==> src/hdl/ebpc_defines.vh <==
// Purpose: Shared constants for the external bus pin-state controller
// Assumes: Included by every design file of the block
// Notes: Clock mode masks are indexed by the captured clock mode straps
`ifndef EBPC_DEFINES_VH
`define EBPC_DEFINES_VH

`define EBPC_STRAP_RST 6'h00
`define EBPC_CKIO_OUT_MASK 8'h0F
`define EBPC_XTAL_USE_MASK 8'h33
`define EBPC_AREA2 3'h2
`define EBPC_AREA5 3'h5
`define EBPC_AREA6 3'h6
`define EBPC_SZ_BYTE 2'h0
`define EBPC_WAIT_NONE 3'h0
`define EBPC_CS_IDLE 7'h7F
`define EBPC_ADDR_RST 26'h000_0000
`define EBPC_DATA_RST 16'h0000
`define EBPC_LANE_NONE 2'h0
`define EBPC_LANE_BOTH 2'h3
`define EBPC_LANE_LOW 2'h1
`define EBPC_LANE_HIGH 2'h2
`define EBPC_PORT_RST 8'h00
`define EBPC_TOP2_RST 2'h0

`endif

==> src/hdl/ebpc_pin_ctrl.v <==
// Purpose: Pin-state and pin-function control of the external bus and strap pins
// Assumes: rst_n is the power-on reset; all inputs synchronous to mclk
// Notes: Pin outputs are registered, so they follow the state one cycle later
// Behaviour
// - Strap levels are captured at power-on reset and used as configuration afterwards.
// - Clock pin directions follow the captured three-bit clock mode.
// - Serial enable turns the low three straps into serial clock, output, input.
// - Area 2 dynamic memory enable turns the endian strap into row strobe.
// - Area 6 card enable turns one width strap into second card enable.
// - Area 5 card enable turns the other width strap into card enable.
// - Chip-active low moves the device into hardware standby.
// - Keep state: port inputs float, port outputs other than the top two data bits hold their last level.
// - Top two data bits drive outside power-on reset when port in use.
// - In hardware standby the timer clock pin is input or driven low.
// - In standby selects, start and write strobes float or drive high.
// - Row strobe pin is input unless used; standby and release float or drive.
// - Sixteen-bit byte writes assert one lane strobe; wider writes assert both.
// - Even bytes on low lane, odd bytes on next on a 16-bit bus, all on low lane on an 8-bit bus; strobes high on reads.
// - Read pulse low on reads, high on writes; read/write high reads.
// - Wait request ignored when the area wait setting is zero.
// - Area 6 second card enable floats when area 6 card mode is off.
`include "ebpc_defines.vh"
module ebpc_pin_ctrl (
  input wire mclk,
  input wire rst_n,
  input wire manual_rst,
  input wire sleep_req,
  input wire standby_req,
  input wire chip_active_in,
  input wire bus_grant_request_n,
  output wire bus_ack_n,
  output wire hw_standby,
  input wire serial_en,
  input wire area2_dram_en,
  input wire area5_card_en,
  input wire area6_card_mode_bit,
  input wire standby_hiz_sel,
  input wire ras2_hiz_sel,
  input wire timer_clk_out_sel,
  input wire port_en,
  input wire [7:0] port_dir,
  input wire [7:0] port_out,
  input wire [1:0] port_top2_out,
  input wire [2:0] wait_setting_reg,
  input wire strap0_serial_clock_i,
  output wire strap0_serial_clock_o,
  output wire strap0_serial_clock_oe,
  input wire strap1_serial_out_i,
  output wire strap1_serial_out_o,
  output wire strap1_serial_out_oe,
  input wire strap2_serial_in_i,
  input wire width_strap_card_enable_a_i,
  output wire width_strap_card_enable_a_o,
  output wire width_strap_card_enable_a_oe,
  input wire width_strap_card_enable_b_i,
  output wire width_strap_card_enable_b_o,
  output wire width_strap_card_enable_b_oe,
  input wire endian_strap_row_strobe2_i,
  output wire endian_strap_row_strobe2_o,
  output wire endian_strap_row_strobe2_oe,
  output wire [2:0] clock_mode_straps,
  output wire big_endian_mode,
  output wire [1:0] area0_width_mode,
  output wire ckio_oe,
  output wire xtal_osc_en,
  input wire sci_clk_out,
  input wire sci_clk_drive,
  input wire sci_tx_data,
  output wire sci_clk_in,
  output wire sci_rx_data,
  input wire dram_ras2_n,
  input wire timer_clk_src,
  input wire timer_clock_pin_i,
  output wire timer_clock_pin_o,
  output wire timer_clock_pin_oe,
  output wire timer_clk_in,
  input wire acc_valid,
  input wire acc_write,
  input wire [1:0] acc_size,
  input wire [25:0] acc_addr,
  input wire [2:0] acc_area,
  input wire acc_card,
  input wire acc_bus16,
  input wire [15:0] acc_wdata,
  input wire wait_req_n,
  input wire card_io_width_flag,
  output wire wait_active,
  output wire card_io16,
  output wire [25:0] addr_o,
  output wire addr_oe,
  output wire [6:0] area_selects_n,
  output wire area_selects_oe,
  output wire cycle_start_strobe_n,
  output wire cycle_start_strobe_oe,
  output wire rd_n,
  output wire rd_wr,
  output wire rd_oe,
  output wire lane0_write_strobe_n,
  output wire lane1_write_strobe_n,
  output wire write_strobe_oe,
  input wire [15:0] data_i,
  output wire [15:0] data_o,
  output wire [1:0] data_lane_oe,
  output wire [15:0] read_data,
  input wire [7:0] port_pin_i,
  output wire [7:0] port_pin_o,
  output wire [7:0] port_pin_oe,
  output wire [7:0] port_in,
  output wire [1:0] data_top2_o,
  output wire data_top2_oe
);
  localparam ST_POR = 3'd0;
  localparam ST_RUN = 3'd1;
  localparam ST_SLEEP = 3'd2;
  localparam ST_STBY = 3'd3;
  localparam ST_HWSTBY = 3'd4;
  localparam ST_REL = 3'd5;
  localparam ST_MRST = 3'd6;

  function area_hit;
    input [2:0] area;
    input [2:0] idx;
    begin
      area_hit = (area == idx);
    end
  endfunction

  reg [2:0] state_q;
  reg [2:0] state_d;
  reg [5:0] strap_q;
  reg [25:0] addr_q;
  reg addr_oe_q;
  reg [6:0] cs_q;
  reg [6:0] cs_d;
  reg strobe_oe_q;
  reg bs_q;
  reg rd_q;
  reg rdwr_q;
  reg rd_oe_q;
  reg we0_q;
  reg we1_q;
  reg [15:0] data_q;
  reg [1:0] data_oe_q;
  reg wait_q;
  reg io16_q;
  reg back_q;
  reg ce2a_q;
  reg ce2a_oe_q;
  reg ce2b_q;
  reg ce2b_oe_q;
  reg ras2_q;
  reg ras2_oe_q;
  reg timer_clock_pin_q;
  reg timer_clock_pin_oe_q;
  reg [7:0] port_q;
  reg [7:0] port_oe_q;
  reg [1:0] top2_q;
  reg top2_oe_q;
  reg s0_q;
  reg s0_oe_q;
  reg s1_q;
  reg s1_oe_q;

  wire por = (state_q == ST_POR);
  wire run = (state_q == ST_RUN);
  wire rel = (state_q == ST_REL);
  wire hw = (state_q == ST_HWSTBY);
  wire stby = (state_q == ST_STBY) || hw;
  wire access = run && acc_valid;
  wire upper_lane = acc_bus16 && ((acc_size != `EBPC_SZ_BYTE) || acc_addr[0]);
  wire lane0_we_n;
  wire lane1_we_n;
  wire [1:0] lane_used;
  wire [15:0] lane_data;
  wire strobe_oe_d = stby ? !standby_hiz_sel : !rel;
  wire ras2_used = area2_dram_en && !por;
  wire ce2a_used = area5_card_en && !por;
  wire ce2b_used = area6_card_mode_bit && !por;
  wire [7:0] ckio_mask = `EBPC_CKIO_OUT_MASK;
  wire [7:0] xtal_mask = `EBPC_XTAL_USE_MASK;

  ebpc_lane_dec u_lane (
    .acc_write(acc_write),
    .acc_size(acc_size),
    .acc_addr0(acc_addr[0]),
    .bus16(acc_bus16),
    .acc_wdata(acc_wdata),
    .lane0_we_n(lane0_we_n),
    .lane1_we_n(lane1_we_n),
    .lane_used(lane_used),
    .lane_data(lane_data)
  );

  // Hardware standby is left only through power-on reset
  always @* begin
    state_d = state_q;
    case (state_q)
      ST_POR: state_d = ST_RUN;
      ST_HWSTBY: state_d = ST_HWSTBY;
      default: begin
        if (!chip_active_in) begin
          state_d = ST_HWSTBY;
        end else if (manual_rst) begin
          state_d = ST_MRST;
        end else if (standby_req) begin
          state_d = ST_STBY;
        end else if (state_q == ST_STBY) begin
          state_d = ST_RUN;
        end else if (!bus_grant_request_n && !(run && acc_valid)) begin
          state_d = ST_REL;
        end else if (sleep_req) begin
          state_d = ST_SLEEP;
        end else begin
          state_d = ST_RUN;
        end
      end
    endcase
  end

  genvar gi;
  generate
    for (gi = 0; gi < 7; gi = gi + 1) begin : g_cs
      always @* begin
        cs_d[gi] = !(access && area_hit(acc_area, gi));
      end
    end
  endgenerate

  // Straps are sampled in the first cycle after power-on reset releases
  always @(posedge mclk or negedge rst_n) begin
    if (!rst_n) begin
      state_q <= ST_POR;
      strap_q <= `EBPC_STRAP_RST;
    end else begin
      state_q <= state_d;
      if (por) begin
        strap_q <= {endian_strap_row_strobe2_i, width_strap_card_enable_b_i,
                    width_strap_card_enable_a_i, strap2_serial_in_i,
                    strap1_serial_out_i, strap0_serial_clock_i};
      end
    end
  end

  always @(posedge mclk or negedge rst_n) begin
    if (!rst_n) begin
      addr_q <= `EBPC_ADDR_RST;
      addr_oe_q <= 1'b1;
      cs_q <= `EBPC_CS_IDLE;
      strobe_oe_q <= 1'b1;
      bs_q <= 1'b1;
      rd_q <= 1'b1;
      rdwr_q <= 1'b1;
      rd_oe_q <= 1'b1;
      we0_q <= 1'b1;
      we1_q <= 1'b1;
      data_q <= `EBPC_DATA_RST;
      data_oe_q <= `EBPC_LANE_NONE;
      wait_q <= 1'b0;
      io16_q <= 1'b0;
      back_q <= 1'b1;
    end else begin
      addr_q <= acc_addr;
      addr_oe_q <= !(rel || stby);
      cs_q <= cs_d;
      strobe_oe_q <= strobe_oe_d;
      bs_q <= !access;
      rd_q <= !(access && !acc_write);
      rdwr_q <= !(access && acc_write);
      rd_oe_q <= !(rel || stby);
      we0_q <= !access || lane0_we_n;
      we1_q <= !access || lane1_we_n;
      data_q <= lane_data;
      data_oe_q <= (access && acc_write) ? lane_used : `EBPC_LANE_NONE;
      wait_q <= access && !wait_req_n && (wait_setting_reg != `EBPC_WAIT_NONE);
      io16_q <= access && acc_card && card_io_width_flag;
      back_q <= !rel;
    end
  end

  // Mode pins stay inputs until software hands them a second function
  always @(posedge mclk or negedge rst_n) begin
    if (!rst_n) begin
      ce2a_q <= 1'b1;
      ce2a_oe_q <= 1'b0;
      ce2b_q <= 1'b1;
      ce2b_oe_q <= 1'b0;
      ras2_q <= 1'b1;
      ras2_oe_q <= 1'b0;
      s0_q <= 1'b0;
      s0_oe_q <= 1'b0;
      s1_q <= 1'b0;
      s1_oe_q <= 1'b0;
      timer_clock_pin_q <= 1'b0;
      timer_clock_pin_oe_q <= 1'b0;
    end else begin
      ce2a_q <= !(access && acc_card && area_hit(acc_area, `EBPC_AREA5) && upper_lane);
      ce2a_oe_q <= ce2a_used && !rel && !(stby && standby_hiz_sel);
      ce2b_q <= !(access && acc_card && area_hit(acc_area, `EBPC_AREA6) && upper_lane);
      ce2b_oe_q <= ce2b_used && !rel && !(stby && standby_hiz_sel);
      ras2_q <= dram_ras2_n;
      ras2_oe_q <= ras2_used && !((stby || rel) && ras2_hiz_sel);
      s0_q <= sci_clk_out;
      s0_oe_q <= serial_en && !por && sci_clk_drive;
      s1_q <= sci_tx_data;
      s1_oe_q <= serial_en && !por;
      timer_clock_pin_q <= hw ? 1'b0 : timer_clk_src;
      timer_clock_pin_oe_q <= !por && timer_clk_out_sel;
    end
  end

  // Port outputs refresh only while running, so every other state keeps them
  generate
    for (gi = 0; gi < 8; gi = gi + 1) begin : g_port
      always @(posedge mclk or negedge rst_n) begin
        if (!rst_n) begin
          port_q[gi] <= 1'b0;
          port_oe_q[gi] <= 1'b0;
        end else begin
          if (run) begin
            port_q[gi] <= port_out[gi];
          end
          port_oe_q[gi] <= !por && port_en && port_dir[gi];
        end
      end
    end
  endgenerate

  always @(posedge mclk or negedge rst_n) begin
    if (!rst_n) begin
      top2_q <= `EBPC_TOP2_RST;
      top2_oe_q <= 1'b0;
    end else begin
      top2_q <= port_top2_out;
      top2_oe_q <= !por && port_en;
    end
  end

  assign bus_ack_n = back_q;
  assign hw_standby = hw;
  assign clock_mode_straps = strap_q[2:0];
  assign area0_width_mode = strap_q[4:3];
  assign big_endian_mode = strap_q[5];
  assign ckio_oe = ckio_mask[strap_q[2:0]];
  assign xtal_osc_en = xtal_mask[strap_q[2:0]];
  assign strap0_serial_clock_o = s0_q;
  assign strap0_serial_clock_oe = s0_oe_q;
  assign strap1_serial_out_o = s1_q;
  assign strap1_serial_out_oe = s1_oe_q;
  assign sci_clk_in = strap0_serial_clock_i;
  assign sci_rx_data = strap2_serial_in_i;
  assign width_strap_card_enable_a_o = ce2a_q;
  assign width_strap_card_enable_a_oe = ce2a_oe_q;
  assign width_strap_card_enable_b_o = ce2b_q;
  assign width_strap_card_enable_b_oe = ce2b_oe_q;
  assign endian_strap_row_strobe2_o = ras2_q;
  assign endian_strap_row_strobe2_oe = ras2_oe_q;
  assign timer_clock_pin_o = timer_clock_pin_q;
  assign timer_clock_pin_oe = timer_clock_pin_oe_q;
  assign timer_clk_in = timer_clock_pin_i;
  assign wait_active = wait_q;
  assign card_io16 = io16_q;
  assign addr_o = addr_q;
  assign addr_oe = addr_oe_q;
  assign area_selects_n = cs_q;
  assign area_selects_oe = strobe_oe_q;
  assign cycle_start_strobe_n = bs_q;
  assign cycle_start_strobe_oe = strobe_oe_q;
  assign rd_n = rd_q;
  assign rd_wr = rdwr_q;
  assign rd_oe = rd_oe_q;
  assign lane0_write_strobe_n = we0_q;
  assign lane1_write_strobe_n = we1_q;
  assign write_strobe_oe = strobe_oe_q;
  assign data_o = data_q;
  assign data_lane_oe = data_oe_q;
  assign read_data = data_i;
  assign port_pin_o = port_q;
  assign port_pin_oe = port_oe_q;
  assign port_in = port_pin_i;
  assign data_top2_o = top2_q;
  assign data_top2_oe = top2_oe_q;
endmodule

==> src/hdl/ebpc_lane_dec.v <==
// Purpose: Byte-lane strobe and data-lane steering for normal-memory cycles
// Assumes: Little-endian byte order; bus width 8 or 16 bits
// Notes: Purely combinational; the caller registers the results
`include "ebpc_defines.vh"
module ebpc_lane_dec (
  input wire acc_write,
  input wire [1:0] acc_size,
  input wire acc_addr0,
  input wire bus16,
  input wire [15:0] acc_wdata,
  output reg lane0_we_n,
  output reg lane1_we_n,
  output reg [1:0] lane_used,
  output reg [15:0] lane_data
);
  always @* begin
    lane_used = `EBPC_LANE_BOTH;
    lane_data = acc_wdata;
    if (!bus16) begin
      lane_used = `EBPC_LANE_LOW;
    end else if (acc_size == `EBPC_SZ_BYTE) begin
      if (acc_addr0) begin
        lane_used = `EBPC_LANE_HIGH;
        lane_data = {acc_wdata[7:0], acc_wdata[7:0]};
      end else begin
        lane_used = `EBPC_LANE_LOW;
      end
    end
    // Strobes stay high on reads whatever the lanes
    lane0_we_n = !(acc_write && lane_used[0]);
    lane1_we_n = !(acc_write && lane_used[1]);
  end
endmodule

==> config.mk <==
export PLATFORM = sky130hd
export DESIGN_NAME = ebpc_pin_ctrl
export DESIGN_NICKNAME = d
export VERILOG_FILES = /design/src/hdl/ebpc_pin_ctrl.v /design/src/hdl/ebpc_lane_dec.v
export VERILOG_INCLUDE_DIRS = /design/src /design/src/hdl
export SDC_FILE = /design/constraint.sdc
export NUM_CORES = 1
export LEC_CHECK = 0
export BUFFER_PORTS_ARGS = -buffer_cell sky130_fd_sc_hd__buf_4
export CAP_MARGIN = 15
export CORE_MARGIN = 10
export CORE_UTILIZATION = 43
export DETAILED_ROUTE_END_ITERATION = 6
export GPL_TIMING_DRIVEN = 0
export PLACE_DENSITY = 0.84
export SLEW_MARGIN = 5
export SYNTH_ARGS = -nofsm -noshare
export SYNTH_HDL_FRONTEND = slang
export SYNTH_SLANG_ARGS = --single-unit
==> constraint.sdc <==
create_clock -name mclk -period 2.7 [get_ports mclk]
set_clock_uncertainty 0.1 [all_clocks]
set_input_delay 0 -clock mclk [delete_from_list [all_inputs] [get_ports mclk]]
set_output_delay 0 -clock mclk [all_outputs]
set_load 0.02 [all_outputs]
==> summary.md <==
The run finished with clean final reports. The detailed router finished its first iteration with 136 violations. Along the worst path, the maximum fanout reaches 10. The repair_antennas step left the layout with diodes totalling 0.

The run gives 101 as the TritonCTS sink count. Once layout is complete, the cells apart from fillers number 709. STA classifies the critical path endpoint as a flop. In this run, distinct cell masters in the synthesized netlist total 35. The number of remaining DRC errors was 0. By area the synthesized netlist is led by dfrtp_1 (59%), dfstp_2 (13%), buf_4 (6.6%), mux2_2 (5.1%), nand2_1 (2.2%). The first global-routing pass estimated 23800 um of wire. The effective utilization at floorplan is 44.9%, and the average wire length per cell after detail routing is 21.7 um. The count of filler cells inserted in the layout is 400, and the utilization after layout is 85.6%. Number of primary I/O pins: 256.

IR analysis of the VDD net gives a maximum drop of 518 uV. The floorplan step defined a core boundary enclosing 7850 um2. The mean area per synthesized cell was 14.4 um2. Setup repair after global routing left no endpoint under its margin. Pin slew with the least headroom to its limit: 0.883 ns. Register area share after synthesis: 72.4%. STA classifies the critical path startpoint as a flop. Post-synth design cell area: 3520 um2. The run gives 0.546 ns as the final setup slack of the worst path. For the critical path data arrival time, the log shows 2.35 ns. Summed over all failing endpoints, the final setup total negative slack is 0 ns. The run gives 3335 as the total via count in the routed design.

The total overflow reported by the global router is 0, and the total of max-cap violations is 0. The final critical-path share of the clock period is 79.8%, and the power per standard cell area is 664 nW/um2. The run gives 682 um2 as the area of the multi-input gates.

Final-layout worst hold slack: 0.0994 ns. Including well taps, the total number of placed cells is 577. Derived from the worst setup path, the maximum achievable clock frequency is 464 MHz. Combinational logic is responsible for 37.8% of the overall power. Clock tree synthesis selected as its root buffer the cell clkbuf_8. In the final layout, the share of cells above drive strength 1 is 53.2%. Row count: 32. The tools report the via count of the first global-routing pass as 4026. Half-perimeter wire length after detailed placement: 9360 um.

The floorplan step defined a die boundary enclosing 12200 um2. The die extent in x was 111 um; the final weighted congestion in routability-driven placement was 0.780. At the placement stage, the worst setup path has a slack of 1.04 ns. The final-report hold violation count was 0; the number of port buffers was 230. The min-delay analysis places its worst path in the category input pin to output pin. Cell internal power was estimated by the tool at 2.94 mW. The top cell type by area accounts for 59.0% of the synthesized area. The tools report the static leakage power as 3.36 nW.

After clock tree synthesis, the repair step resized 0 gates. The detail route stage leaves a number of antenna-violating nets equal to 0. The smallest clock period supported by the final layout is computed as 2.15 ns. TritonCTS built the clock tree.

The run gives 0 as the final max-slew violation count. The Yosys step of the flow raised 0 warnings. The clock reaches the later pin of the worst-skew pair after 0.35 ns. The share of total power in the clock network is 20.0%, and the post-detailed-placement cell area is 5380 um2. The area of all sequential standard cells is 2550 um2, and the initial antenna violation count is 0.

Fraction of power spent switching nets: 34.1%. Critical path class: flop to flop. The number of detailed-routing iterations run before antenna repair is 6, and the number of setup violations in the final report is 0. The post-synthesis net count was 370. The logs give 15400 um for the sum of routed wire length over all layers and 9 for the CTS buffer count.

Dividing the detail-routed via count by the number of cells gives 4.70. The longest clock path from root to sink contains 2 buffers. The logs give 24.8% for the overall fraction of global-route tracks in use and 2.90 ns for the data required time of the critical path. The number of storage elements in the synthesis netlist was 101. Largest area contributor in the netlist: dfrtp_1. From synthesis to final layout, the design area changed by 90.8%.

The overall power is 4.46 mW, and the final instance area is 6720 um2. Headroom to the max-slew limit came out at 41.1%. The clock-pin slew on the worst setup and hold paths is 0.10 ns.

The run gives 1.52 mW as the switching power total. For the count of H-tree levels built during CTS, the log shows 3. The pin count of the biggest net entering global routing is 102. The net count of the finished layout was 727; the chip height was 111 um.

The share of total power dissipated in sequential elements is 42.1%. The synthesized instance count was 245.
==> synth_stat cells <==
cell type / n
nand2b_4: 1
or2_1: 3
o31a_1: 2
and3b_1: 1
nand3b_1: 2
nor2_2: 2
nor2_1: 7
dfrtp_1: 83
nand2b_1: 2
buf_2: 4
nor3_2: 1
and4bb_1: 1
and2_1: 3
inv_2: 1
o32a_1: 1
mux2_2: 16
nor2b_1: 3
dfstp_2: 18
nor3_4: 1
nand3_1: 3
a21boi_0: 1
o21ai_0: 5
inv_1: 6
buf_6: 1
buf_4: 31
nor3_1: 2
nor3b_1: 3
a211oi_1: 1
nand3_2: 2
nand2_2: 1
nand2_1: 21
a21oi_1: 3
o211ai_1: 1
and3_1: 11
or3_1: 1
==> repair_timing <==
item                                    4_1_cts  5_1_grt
buffers inserted                              0        0
hold endpoints to repair                    181        0
hold buffers                                116        0
endpoints found under the setup margin        0        0
==> worst max-delay path, cell delays in order, from the launching register on <==
cell,delay [ns]
dfrtp_1,0.39
buf_2,0.18
and4bb_1,0.29
buf_4,0.18
inv_2,0.08
nor2_2,0.20
nand3_1,0.12
dlygate4sd3_1,0.57
==> layer usage <==
layer | part of all wire (%) | wire length (um) | GRT usage, % | up-vias
met5 | 0 | 0 | 0 | -
met4 | 3.0 | 462 | 9.07 | 0
met3 | 9.8 | 1510 | 10.8 | 30
met2 | 55 | 8460 | 45.9 | 206
met1 | 32 | 4970 | 23.5 | 1619
li1 | - | - | - | 1480
==> cells by family (layout without fill, tap and decap cells) <==
kind of cell    Yosys count  in the layout  share of synthesized area [%]
simple gates             71             71                           11.7
buf+inv                  43            405                           8.24
mux                      16             16                           5.12
flops                   101            101                           72.4
compound gates           14             14                           2.56
==> state kept, by name, indices dropped and copies added, names as in the netlist, 2 cells and up, named ones only <==
signal          count
port_pin_oe         8
data_top2_o         2
data_o             16
data_lane_oe        2
addr_o             26
strap_q             6
state_q             2
area_selects_n      7
port_pin_o          8
==> power by group through the flow <==
stage / registers, mW / logic (mW) / clock network, mW
6_report: 1.88 / 1.69 / 0.894
3_5_place_dp: 1.90 / 1.49 / 0
4_1_cts: 1.87 / 1.66 / 0.889
3_3_place_gp: 1.89 / 1.45 / 0
2_1_floorplan: 2.16 / 0.473 / 0
5_1_grt: 1.90 / 1.80 / 0.961
==> placed cells by master, fill, tap and decap left out, drive strengths merged, types with 4 or more instances in the layout <==
cell,synthesis,layout
dlygate4sd3,0,116
inv,7,8
mux2,16,16
dfrtp,83,83
and3,11,11
clkbuf,0,12
nand3,5,5
nor3,4,4
dfstp,18,18
buf,36,266
nand2,22,22
nor2,9,9
o21ai,5,5
==> layout make-up <==
cell class                      count  area share (%)
Buffer                             36            3.93
Clock buffer                       12            2.16
Clock inverter                      4           0.484
Inverter                            7           0.391
Multi-Input combinational cell    101            10.1
Sequential cell                   101            38.0
Tap cell                          102            1.90
Timing Repair Buffer              346            43.0
==> final timing paths <==
kind,from,endpoint,slack [ns],cells after the start
max,flop,area_selects_n[3],0.55,7
min,data_i[12],read_data[12],0.1,2
max reg2reg,flop,area_selects_n[3],0.55,7
min reg2reg,strap_q[3],strap_q[3],0.39,2
max in group asynchronous,rst_n,port_pin_o[6],1.68,2
min in group asynchronous,rst_n,data_o[1],0.22,2
No activity file was read; power rests on OpenSTA's default activity.
